--- config.mk ---
export PLATFORM = sky130hd
export DESIGN_NAME = converter_protection_supervisor
export DESIGN_NICKNAME = d
export VERILOG_FILES = /design/src/shared/supervisor_pkg.sv /design/src/hw/sync_rectifier_ctl.sv /design/src/hw/dead_time_unit.sv /design/src/hw/converter_protection_supervisor.sv
export SDC_FILE = /design/constraint.sdc
export NUM_CORES = 2
export LEC_CHECK = 0
export ABC_AREA = 1
export ABC_CLOCK_PERIOD_IN_PS = 7100
export BUFFER_PORTS_ARGS = -buffer_cell sky130_fd_sc_hd__clkbuf_2
export CORE_ASPECT_RATIO = 0.75
export CORE_UTILIZATION = 43
export CTS_BUF_LIST = sky130_fd_sc_hd__clkbuf_4 sky130_fd_sc_hd__clkbuf_8
export CTS_CLUSTER_SIZE = 16
export DETAILED_ROUTE_END_ITERATION = 6
export GPL_TIMING_DRIVEN = 0
export PLACE_DENSITY = 0.68
export SETUP_SLACK_MARGIN = 0.02
export SYNTH_ARGS = -nofsm -noshare
export SYNTH_HDL_FRONTEND = slang
export SYNTH_HIERARCHICAL = 1
export SYNTH_SLANG_ARGS = --single-unit
--- constraint.sdc ---
create_clock -name ref_clk -period 7.1 [get_ports ref_clk]
set_clock_uncertainty 0.15 [all_clocks]
set_input_delay 0.355 -clock ref_clk [delete_from_list [all_inputs] [get_ports ref_clk]]
set_output_delay 0.355 -clock ref_clk [all_outputs]
set_load 0.005 [all_outputs]
--- src/shared/supervisor_pkg.sv ---
// constants, scalings and enumerations shared by the converter supervisor
package supervisor_pkg;

	// ==================== clock and timing ====================
	localparam int unsigned CLK_HZ            = 20_000_000;
	localparam int unsigned TICK_US           = 20;
	localparam int unsigned TICK_CYCLES       = CLK_HZ / 1_000_000 * TICK_US;
	localparam int unsigned OPEN_LOOP_US      = 1000;
	localparam int unsigned OPEN_LOOP_TICKS   = OPEN_LOOP_US / TICK_US;
	localparam int unsigned RETRY_MS          = 2000;
	localparam int unsigned RETRY_TICKS       = RETRY_MS * 1000 / TICK_US;
	localparam int unsigned CURLIM_MS         = 2000;
	localparam int unsigned CURLIM_TICKS      = CURLIM_MS * 1000 / TICK_US;

	// ==================== sample scaling ====================
	// voltages in 10 mV units, currents in 10 mA units, temperature in whole degrees, power in watts
	localparam int unsigned SAMPLE_W          = 16;
	localparam int unsigned POWER_W           = 32;
	localparam logic [15:0] VOUT_OV_DEFAULT   = 16'h1838;  // 62.00 V
	localparam logic [15:0] VIN_MIN           = 16'h86c4;  // 345.00 V
	localparam logic [15:0] VIN_MAX           = 16'ha21c;  // 415.00 V
	localparam logic [31:0] POWER_MAX_W       = 32'h00000c80;  // 3200 W
	localparam logic [15:0] BURST_SOFT_OV     = 16'h004b;  // 0.75 V above target
	localparam logic [15:0] BURST_HARD_OV     = 16'h00fa;  // 2.50 V above target
	localparam logic [15:0] FAN_ON_DEG        = 16'h002d;  // 45
	localparam logic [15:0] FAN_OFF_DEG       = 16'h0023;  // 35
	localparam logic [15:0] OVER_TEMP_DEG     = 16'h0050;  // 80
	localparam logic [15:0] RECT_IOUT_MIN     = 16'h01c2;  // 4.50 A
	localparam logic [15:0] RECT_IRES_MAX     = 16'h0384;  // 9.00 A
	localparam logic [15:0] RECT_VOUT_MIN     = 16'h10cc;  // 43.00 V
	localparam logic [15:0] RECT_DLOAD_MAX    = 16'h0320;  // 8.00 A

	// ==================== rectifier on-time ramp ====================
	localparam int unsigned ONTIME_W          = 10;
	localparam logic [9:0]  ONTIME_START      = 10'h010;
	localparam logic [9:0]  ONTIME_STEP       = 10'h008;
	localparam logic [9:0]  ONTIME_FULL       = 10'h3ff;

	// ==================== dead time ====================
	localparam int unsigned DT_W              = 12;
	localparam int unsigned DT_SHIFT          = 16;

	// ==================== fault flag positions ====================
	localparam int unsigned FAULT_W           = 5;
	localparam int unsigned F_OUT_OV          = 0;
	localparam int unsigned F_IN_RANGE        = 1;
	localparam int unsigned F_OVER_POWER      = 2;
	localparam int unsigned F_OPEN_LOOP       = 3;
	localparam int unsigned F_OVER_TEMP       = 4;

	// ==================== loop gains ====================
	typedef enum logic [1:0] {CAP_4MF, CAP_6MF, CAP_8MF} cap_sel_e;
	localparam int unsigned GAIN_W            = 16;
	localparam logic [15:0] KP_4MF            = 16'h0100;
	localparam logic [15:0] KI_4MF            = 16'h0010;
	localparam logic [15:0] KP_6MF            = 16'h0180;
	localparam logic [15:0] KI_6MF            = 16'h0018;
	localparam logic [15:0] KP_8MF            = 16'h0200;
	localparam logic [15:0] KI_8MF            = 16'h0020;

	typedef enum logic [1:0] {ST_OFF, ST_RUN, ST_BURST, ST_WAIT} run_state_e;

endpackage

--- src/hw/sync_rectifier_ctl.sv ---
// per-phase synchronous rectifier gate and on-time ramp
`timescale 1ns/1ns
module sync_rectifier_ctl
	import supervisor_pkg::*;
(
	// clock and reset
	input  wire logic                       clk,
	input  wire logic                       rst_n,
	input  wire logic                       tick,
	// phase measurements
	input  wire logic [SAMPLE_W-1:0]        iout,
	input  wire logic [SAMPLE_W-1:0]        ires,
	input  wire logic [SAMPLE_W-1:0]        vout,
	input  wire logic [SAMPLE_W-1:0]        dload,
	input  wire logic                       load_jump,
	input  wire logic                       force_off,
	// rectifier drive
	output logic                            enable,
	output logic [supervisor_pkg::ONTIME_W-1:0] on_time
);
	logic                 en_reg;
	logic                 en_next;
	logic [ONTIME_W-1:0]  ot_reg;
	logic [ONTIME_W-1:0]  ot_next;
	wire                  allow;
	wire                  at_full;

	assign allow   = (iout > RECT_IOUT_MIN) && (ires < RECT_IRES_MAX) &&
	                 (vout > RECT_VOUT_MIN) && (dload < RECT_DLOAD_MAX);
	assign at_full = (ot_reg >= ONTIME_FULL - ONTIME_STEP);

	always_comb begin
		en_next = en_reg;
		ot_next = ot_reg;
		if (force_off || load_jump || !allow) begin
			en_next = 1'b0;
			ot_next = '0;
		end else if (tick) begin
			en_next = 1'b1;
			if (!en_reg)
				ot_next = ONTIME_START;
			else if (at_full)
				ot_next = ONTIME_FULL;
			else
				ot_next = ot_reg + ONTIME_STEP;
		end
	end

	always_ff @(posedge clk or negedge rst_n) begin
		if (!rst_n) begin
			en_reg <= 1'b0;
			ot_reg <= '0;
		end else begin
			en_reg <= en_next;
			ot_reg <= ot_next;
		end
	end

	assign enable  = en_reg;
	assign on_time = ot_reg;
endmodule

--- src/hw/dead_time_unit.sv ---
// per-phase dead-time computation with shadow and active registers
`timescale 1ns/1ns
module dead_time_unit
	import supervisor_pkg::*;
(
	// clock and reset
	input  wire logic                    clk,
	input  wire logic                    rst_n,
	input  wire logic                    tick,
	// inputs
	input  wire logic [SAMPLE_W-1:0]     fsw_khz,
	input  wire logic [SAMPLE_W-1:0]     slope,
	input  wire logic [DT_W-1:0]         dead_time_trim,
	input  wire logic                    period_end,
	// outputs
	output logic [supervisor_pkg::DT_W-1:0] dead_time
);
	logic [DT_W-1:0]   shadow_reg;
	logic              pending_reg;
	logic [DT_W-1:0]   active_reg;
	wire  [31:0]       prod;
	wire  [DT_W-1:0]   dt_calc;

	// dead time = trim + (slope * fsw) / 65536, slope already holding the Coss*Lm constant
	assign prod    = fsw_khz * slope;
	assign dt_calc = dead_time_trim + prod[DT_SHIFT +: DT_W];

	always_ff @(posedge clk or negedge rst_n) begin
		if (!rst_n) begin
			shadow_reg  <= '0;
			pending_reg <= 1'b0;
			active_reg  <= '0;
		end else begin
			if (tick) begin
				shadow_reg  <= dt_calc;
				pending_reg <= 1'b1;
			end else if (period_end && pending_reg) begin
				active_reg  <= shadow_reg;
				pending_reg <= 1'b0;
			end
		end
	end

	assign dead_time = active_reg;
endmodule

--- src/hw/converter_protection_supervisor.sv ---
// protection, fan, burst, rectifier, dead-time and gain supervisor for a dual-phase converter
// ====================
`timescale 1ns/1ns
module converter_protection_supervisor
	import supervisor_pkg::*;
#(
	parameter int unsigned RETRY_CYCLES_TICKS  = RETRY_TICKS,
	parameter int unsigned CURLIM_CYCLES_TICKS = CURLIM_TICKS,
	parameter int unsigned TICK_LEN            = TICK_CYCLES
)(
	// clock and reset
	input  wire logic                               ref_clk,
	input  wire logic                               rst_n,
	// configuration
	input  wire logic                               run_request,
	input  wire logic                               latching_mode,
	input  wire logic [supervisor_pkg::SAMPLE_W-1:0] vout_ov_limit,
	input  wire logic [supervisor_pkg::DT_W-1:0]     dead_time_trim,
	input  wire logic [supervisor_pkg::SAMPLE_W-1:0] dt_slope,
	input  wire supervisor_pkg::cap_sel_e            cap_sel,
	input  wire logic                               fault_clear,
	// filtered samples
	input  wire logic [supervisor_pkg::SAMPLE_W-1:0] vin,
	input  wire logic [supervisor_pkg::SAMPLE_W-1:0] vout,
	input  wire logic [supervisor_pkg::SAMPLE_W-1:0] vout_target,
	input  wire logic [supervisor_pkg::SAMPLE_W-1:0] iout_1,
	input  wire logic [supervisor_pkg::SAMPLE_W-1:0] iout_2,
	input  wire logic [supervisor_pkg::SAMPLE_W-1:0] ires_1,
	input  wire logic [supervisor_pkg::SAMPLE_W-1:0] ires_2,
	input  wire logic [supervisor_pkg::SAMPLE_W-1:0] dload_1,
	input  wire logic [supervisor_pkg::SAMPLE_W-1:0] dload_2,
	input  wire logic [supervisor_pkg::SAMPLE_W-1:0] temp_1,
	input  wire logic [supervisor_pkg::SAMPLE_W-1:0] temp_2,
	input  wire logic [supervisor_pkg::SAMPLE_W-1:0] fsw_khz_1,
	input  wire logic [supervisor_pkg::SAMPLE_W-1:0] fsw_khz_2,
	// power stage status
	input  wire logic                               at_min_freq_1,
	input  wire logic                               at_min_freq_2,
	input  wire logic                               at_max_freq,
	input  wire logic                               current_limiting,
	input  wire logic                               load_jump_1,
	input  wire logic                               load_jump_2,
	input  wire logic                               period_end_1,
	input  wire logic                               period_end_2,
	// converter control
	output logic                                    converter_on,
	output logic                                    start_sequence,
	output logic                                    burst_active,
	output logic                                    fan_on,
	output logic [supervisor_pkg::FAULT_W-1:0]      fault_flags,
	output logic                                    sample_tick,
	// rectifiers
	output logic                                    sync_rectifier_en_1,
	output logic                                    sync_rectifier_en_2,
	output logic [supervisor_pkg::ONTIME_W-1:0]     sync_rectifier_on_time_1,
	output logic [supervisor_pkg::ONTIME_W-1:0]     sync_rectifier_on_time_2,
	// high resolution pulse unit
	output logic [supervisor_pkg::DT_W-1:0]         high_res_pulse_unit_dt_1,
	output logic [supervisor_pkg::DT_W-1:0]         high_res_pulse_unit_dt_2,
	// loop gains
	output logic [supervisor_pkg::GAIN_W-1:0]       loop_kp,
	output logic [supervisor_pkg::GAIN_W-1:0]       loop_ki
);
	import supervisor_pkg::*;

	if (TICK_LEN < 2 || RETRY_CYCLES_TICKS < 1 || CURLIM_CYCLES_TICKS < 1) begin : bad_timing
		$error("supervisor: timing parameters out of range");
	end

	// ==================== reset synchroniser ====================
	logic rst_meta_reg;
	logic rst_sync_reg;
	always_ff @(posedge ref_clk or negedge rst_n) begin
		if (!rst_n) begin
			rst_meta_reg <= 1'b0;
			rst_sync_reg <= 1'b0;
		end else begin
			rst_meta_reg <= 1'b1;
			rst_sync_reg <= rst_meta_reg;
		end
	end
	wire rstn_i = rst_sync_reg;

	// ==================== sample tick ====================
	logic [31:0] tick_cnt_reg;
	wire         tick = (tick_cnt_reg == TICK_LEN - 1);
	always_ff @(posedge ref_clk or negedge rstn_i) begin
		if (!rstn_i)
			tick_cnt_reg <= '0;
		else
			tick_cnt_reg <= tick ? '0 : tick_cnt_reg + 32'h1;
	end

	// ==================== threshold comparisons ====================
	wire [POWER_W-1:0] p1      = (iout_1 * vout) / 32'd10000;
	wire [POWER_W-1:0] p2      = (iout_2 * vout) / 32'd10000;
	wire [POWER_W-1:0] p_total = p1 + p2;
	wire [SAMPLE_W:0]  ov_amt  = {1'b0, vout} - {1'b0, vout_target};
	wire               above_t = (vout > vout_target);
	wire               ov_soft = above_t && (ov_amt[SAMPLE_W-1:0] > BURST_SOFT_OV);
	wire               ov_hard = above_t && (ov_amt[SAMPLE_W-1:0] > BURST_HARD_OV);
	wire               out_ov  = vout > vout_ov_limit;
	wire               in_bad  = (vin < VIN_MIN) || (vin > VIN_MAX);
	wire               pw_bad  = p_total > POWER_MAX_W;
	wire [SAMPLE_W-1:0] t_max  = (temp_1 > temp_2) ? temp_1 : temp_2;
	wire               hot     = t_max > OVER_TEMP_DEG;

	// ==================== timers ====================
	logic [31:0] openloop_cnt_reg;
	logic [31:0] curlim_cnt_reg;
	logic [31:0] retry_cnt_reg;
	wire         both_min  = at_min_freq_1 && at_min_freq_2;
	wire         open_loop = (openloop_cnt_reg >= OPEN_LOOP_TICKS);
	wire         curlim_to = (curlim_cnt_reg >= CURLIM_CYCLES_TICKS);
	always_ff @(posedge ref_clk or negedge rstn_i) begin
		if (!rstn_i) begin
			openloop_cnt_reg <= '0;
			curlim_cnt_reg   <= '0;
		end else if (tick) begin
			openloop_cnt_reg <= (both_min && converter_on) ? openloop_cnt_reg + 32'h1 : '0;
			curlim_cnt_reg   <= (current_limiting && converter_on) ? curlim_cnt_reg + 32'h1 : '0;
		end
	end

	// ==================== fault flags ====================
	logic [FAULT_W-1:0] flags_reg;
	logic [FAULT_W-1:0] flags_next;
	logic [FAULT_W-1:0] set_vec;
	always_comb begin
		set_vec = '0;
		if (tick) begin
			set_vec[F_OUT_OV]     = out_ov;
			set_vec[F_IN_RANGE]   = in_bad;
			set_vec[F_OVER_POWER] = pw_bad || curlim_to;
			set_vec[F_OPEN_LOOP]  = open_loop;
			set_vec[F_OVER_TEMP]  = hot;
		end
		// over-temperature survives the software clear; set wins over clear
		flags_next = fault_clear ? (flags_reg & (FAULT_W'(1) << F_OVER_TEMP)) : flags_reg;
		flags_next = flags_next | set_vec;
	end
	always_ff @(posedge ref_clk or negedge rstn_i) begin
		if (!rstn_i)
			flags_reg <= '0;
		else
			flags_reg <= flags_next;
	end

	// latched shutdown: over-temperature always, output over-voltage, over-power and open loop only in latching mode
	logic temp_lock_reg;
	logic fault_lock_reg;
	wire  trip = set_vec[F_OUT_OV] | set_vec[F_OVER_POWER] | set_vec[F_OPEN_LOOP];
	always_ff @(posedge ref_clk or negedge rstn_i) begin
		if (!rstn_i) begin
			temp_lock_reg  <= 1'b0;
			fault_lock_reg <= 1'b0;
		end else begin
			if (set_vec[F_OVER_TEMP])
				temp_lock_reg <= 1'b1;
			if (trip && latching_mode)
				fault_lock_reg <= 1'b1;
			else if (fault_clear)
				fault_lock_reg <= 1'b0;
		end
	end

	// ==================== run state machine ====================
	run_state_e state_reg;
	run_state_e state_next;
	logic [31:0] retry_next;
	wire  blocked = temp_lock_reg || fault_lock_reg || in_bad || !run_request;
	always_comb begin
		state_next = state_reg;
		retry_next = retry_cnt_reg;
		case (state_reg)
			ST_OFF: begin
				if (!blocked && tick)
					state_next = ST_RUN;
			end
			ST_RUN: begin
				if (blocked)
					state_next = ST_OFF;
				else if (trip) begin
					state_next = ST_WAIT;
					retry_next = '0;
				end else if (tick && (ov_hard || (ov_soft && at_max_freq)))
					state_next = ST_BURST;
			end
			ST_BURST: begin
				if (blocked)
					state_next = ST_OFF;
				else if (tick && !above_t)
					state_next = ST_RUN;
			end
			ST_WAIT: begin
				if (temp_lock_reg || fault_lock_reg)
					state_next = ST_OFF;
				else if (tick) begin
					retry_next = retry_cnt_reg + 32'h1;
					if (retry_cnt_reg >= RETRY_CYCLES_TICKS - 1)
						state_next = ST_OFF;
				end
			end
			default: state_next = ST_OFF;
		endcase
	end

	logic on_reg;
	logic start_reg;
	always_ff @(posedge ref_clk or negedge rstn_i) begin
		if (!rstn_i) begin
			state_reg     <= ST_OFF;
			retry_cnt_reg <= '0;
			on_reg        <= 1'b0;
			start_reg     <= 1'b0;
		end else begin
			state_reg     <= state_next;
			retry_cnt_reg <= retry_next;
			on_reg        <= (state_next == ST_RUN);
			start_reg     <= (state_next == ST_RUN) && (state_reg != ST_RUN);
		end
	end

	// ==================== fan hysteresis ====================
	logic fan_reg;
	always_ff @(posedge ref_clk or negedge rstn_i) begin
		if (!rstn_i)
			fan_reg <= 1'b0;
		else if (tick) begin
			if (t_max > FAN_ON_DEG)
				fan_reg <= 1'b1;
			else if (t_max < FAN_OFF_DEG)
				fan_reg <= 1'b0;
		end
	end

	// ==================== gain selection ====================
	logic [GAIN_W-1:0] kp_reg;
	logic [GAIN_W-1:0] ki_reg;
	wire  [GAIN_W-1:0] kp_sel = (cap_sel == CAP_8MF) ? KP_8MF : (cap_sel == CAP_6MF) ? KP_6MF : KP_4MF;
	wire  [GAIN_W-1:0] ki_sel = (cap_sel == CAP_8MF) ? KI_8MF : (cap_sel == CAP_6MF) ? KI_6MF : KI_4MF;
	always_ff @(posedge ref_clk or negedge rstn_i) begin
		if (!rstn_i) begin
			kp_reg <= KP_4MF;
			ki_reg <= KI_4MF;
		end else if (state_reg == ST_OFF) begin
			kp_reg <= kp_sel;
			ki_reg <= ki_sel;
		end
	end

	// ==================== per-phase units ====================
	wire rect_off = (state_reg != ST_RUN);
	sync_rectifier_ctl u_rect_1 (
		.clk       (ref_clk),
		.rst_n     (rstn_i),
		.tick      (tick),
		.iout      (iout_1),
		.ires      (ires_1),
		.vout      (vout),
		.dload     (dload_1),
		.load_jump (load_jump_1),
		.force_off (rect_off),
		.enable    (sync_rectifier_en_1),
		.on_time   (sync_rectifier_on_time_1)
	);
	sync_rectifier_ctl u_rect_2 (
		.clk       (ref_clk),
		.rst_n     (rstn_i),
		.tick      (tick),
		.iout      (iout_2),
		.ires      (ires_2),
		.vout      (vout),
		.dload     (dload_2),
		.load_jump (load_jump_2),
		.force_off (rect_off),
		.enable    (sync_rectifier_en_2),
		.on_time   (sync_rectifier_on_time_2)
	);
	dead_time_unit u_dt_1 (
		.clk            (ref_clk),
		.rst_n          (rstn_i),
		.tick           (tick),
		.fsw_khz        (fsw_khz_1),
		.slope          (dt_slope),
		.dead_time_trim (dead_time_trim),
		.period_end     (period_end_1),
		.dead_time      (high_res_pulse_unit_dt_1)
	);
	dead_time_unit u_dt_2 (
		.clk            (ref_clk),
		.rst_n          (rstn_i),
		.tick           (tick),
		.fsw_khz        (fsw_khz_2),
		.slope          (dt_slope),
		.dead_time_trim (dead_time_trim),
		.period_end     (period_end_2),
		.dead_time      (high_res_pulse_unit_dt_2)
	);

	// ==================== outputs ====================
	assign converter_on   = on_reg;
	assign start_sequence = start_reg;
	assign burst_active   = (state_reg == ST_BURST);
	assign fan_on         = fan_reg;
	assign fault_flags    = flags_reg;
	assign sample_tick    = tick;
	assign loop_kp        = kp_reg;
	assign loop_ki        = ki_reg;
endmodule

==> results.md <==
* Max_cap viols at 0
* Initial Util at 43.4%
* Drt drc at 0
* Nets at 11900
* RSZ-0062 raised after global routing: yes
* CTS tree: done
* Worst EP arrival at 23.25 ns
* Routed vias at 62900
* Vias/cell at 5.07
* Clk_lat worst skew at 0.61 ns
* Post-synth ARST share at 100%
* Crit path max-delay cell type: fa_1
* Core Rows at 124
* Setup TNS at -590.14 ns
* Post-route worst setup slack at -15.83 ns
* Starting DRT DRC Count at 4775
* Most frequent cell after synthesis: nand2_1
* Post-synth top cells: 2613 x nand2_1, 2212 x inv_1, 768 x fa_1
* Worst-margin pin slew at 1.30 ns
* Mean Syn Cell Area at 6.82 um2
* CP Launch Type: input port
* Relative slew slack at 12.3%
* Crit path kind: in -> reg
* Warnings, synthesis at 6
* Cell class contributing the biggest share of worst-path delay: simple AND/OR/NAND/NOR gates
* Dpl cells at 12000
* Share of cells above drive strength 1 at 21.2%
* Post-synth top area share at 23.2%
* Number of distinct library cells after synthesis at 89
* Synth area leaders: fa_1 23%, nand2_1 15%, inv_1 13%, ha_1 8.8%, dfrtp_1 8.0%
* First-pass GRT wire length at 322 mm
* Max Fclk at 0.0436 GHz
* Synth Cell Area at 66300 um2
* Synth area leader: fa_1
* Status: finished, violations left
* Critical Path Fanout Max at 10
* # IOs at 355
* Total grt overflow at 0
* Most used cell along the critical path: nand2_4
* Post-synth EDFFs at 0
* DR pass1 iterations at 6
* # fillers at 14900
* Die area at 156000 um2
* Routed wire length at 203 mm
* Die Span Y at 342 um
* Synth-to-Final Area Change at 17.7%
* Die W at 455 um
* DP Worst Slack at -18.22 ns
* Clk buf depth at 3
* Slowest stage delay, CP at 0.55 ns
* CTS clk-pin slew, worst paths at 0.06 ns
* Clock Root Buffer: clkbuf_8
* DP Wirelength at 166 mm
* Final period util at 323%
* Final Wtd Congestion at 0.985
* Final-report hold violation count at 0
* Min Tclk post-route at 22.93 ns
* H-Tree Depth at 2
* Worst Hold Class: in -> reg
* Number of buffers added on ports at 280
* Violations in the final reports: negative setup slack
* Finished Layout Cells at 12400
* CP Capture Type: register
* Avg WL per Cell at 16.3 um
* CTS Buf Count at 37
* WP buf/inv at 29
* Worst EP required at 7.42 ns
* Post-synthesis sequential area ratio at 8.04%
* Largest net degree at the start of global routing at 59
* Final setup fails at 52
* Flip-flop and latch count after synthesis at 213
* Vias in the first global route at 60800
* Initial antenna violation count at 3
* Synth Instances at 9718
* Core Region at 153000 um2
* Post-detailed-route count of antenna-violating nets at 0
* Gr usage total at 25.5%
* Clk sinks at 213
* Top_reg_cell synth: dfrtp_1
* Slew Limit Fails at 0
==> cell families after synthesis <==
family	share of synthesized area (%)
simple gates	35.3
other cells	0.0113
fa+ha+maj	32.0
mux	0.204
compound gates	6.10
buf+inv	15.6
flops	8.04
xor+xnor	2.76
==> per-layer routing <==
metal	vias to the layer above	routed length [um]	global-route usage, %
met5	-	0	0
met4	0	4970	5.87
met3	239	19100	5.52
met2	2314	86400	38.8
met1	29900	92400	36.7
li1	30400	-	-
==> path summary, 6_finish.rpt <==
kind	from	endpoint	slack, ns	cells after the start
min	dead_time_trim[0]	u_dt_1/shadow_reg[0]$_DFFE_PN0P_	0.07	4
min reg2reg	rst_meta_reg$_DFF_PN0_	rst_sync_reg$_DFF_PN0_	0.21	0
max reg2reg	tick_cnt_reg[29]$_DFF_PN0_	retry_cnt_reg[29]$_DFFE_PN0P_	1.93	22
max	iout_1[12]	retry_cnt_reg[29]$_DFFE_PN0P_	-15.83	178
min in group asynchronous	rst_sync_reg$_DFF_PN0_	u_dt_1/dead_time[7]$_DFFE_PN0P_	0.25	0
max in group asynchronous	rst_sync_reg$_DFF_PN0_	loop_kp[8]$_DFFE_PN1N_	5.52	2
==> cell usage in the layout, fill, tap and decap left out, types with 88 or more instances in the layout <==
cell type | Yosys | layout
inv_1 | 2212 | 2191
clkbuf_2 | 3 | 302
nand3_2 | 61 | 100
o21ai_0 | 170 | 144
buf_4 | 34 | 300
fa_1 | 768 | 751
nor3_1 | 108 | 100
nor2_1 | 506 | 451
ha_1 | 467 | 438
dfrtp_1 | 212 | 211
nand2_1 | 2613 | 2501
nand2_2 | 356 | 398
inv_2 | 69 | 88
xor2_1 | 141 | 137
a21oi_1 | 265 | 232
nand2_4 | 187 | 240
nor2_4 | 69 | 124
nand3_1 | 526 | 468
nand4_1 | 115 | 115
==> cell type report <==
class / instances / area, um2 / share of cell area [%]
clock inverters: 11 / 151 / 0.194
flip-flops and latches: 213 / 5340 / 6.83
repair buffers: 589 / 4410 / 5.65
well taps: 2016 / 2520 / 3.23
repair inverters: 1 / 6.26 / 0.00801
diodes: 3 / 7.51 / 0.00962
clock buffers: 56 / 696 / 0.891
inverters: 2324 / 8890 / 11.4
multi-input cells: 6917 / 53400 / 68.4
plain buffers: 282 / 2690 / 3.44
==> through the flow <==
step                      cell area, um2  util [%]  hold WS, ns
after global placement             71800      47.1     -0.00915
after CTS                          74800      49.0       0.0180
after detailed placement           71900      47.1     -0.00359
after global routing               78100      51.1       0.0698
after floorplan                    67900         -      -0.0906
final                              78100      51.1       0.0650
==> worst reg2reg max path: cells and delay by family (launching register included) <==
kind	cells	cell delay, ns
AOI/OAI and AO/OA	4	0.52
buffers and inverters	5	1.26
DFF	1	0.41
and+or+nand+nor	13	2.71
==> repair_timing <==
action | in CTS | in global routing
endpoints found under the hold margin | 12 | 0
hold buffers | 11 | 0
pin swaps | 89 | 263
gates resized for setup | 298 | 386
endpoints found under the setup margin | 52 | 58
gates cloned | 6 | 16
buffers inserted | 90 | 188
Power is not shown: default switching activity piles up to over one toggle a cycle in this logic, so the estimate is an artifact.
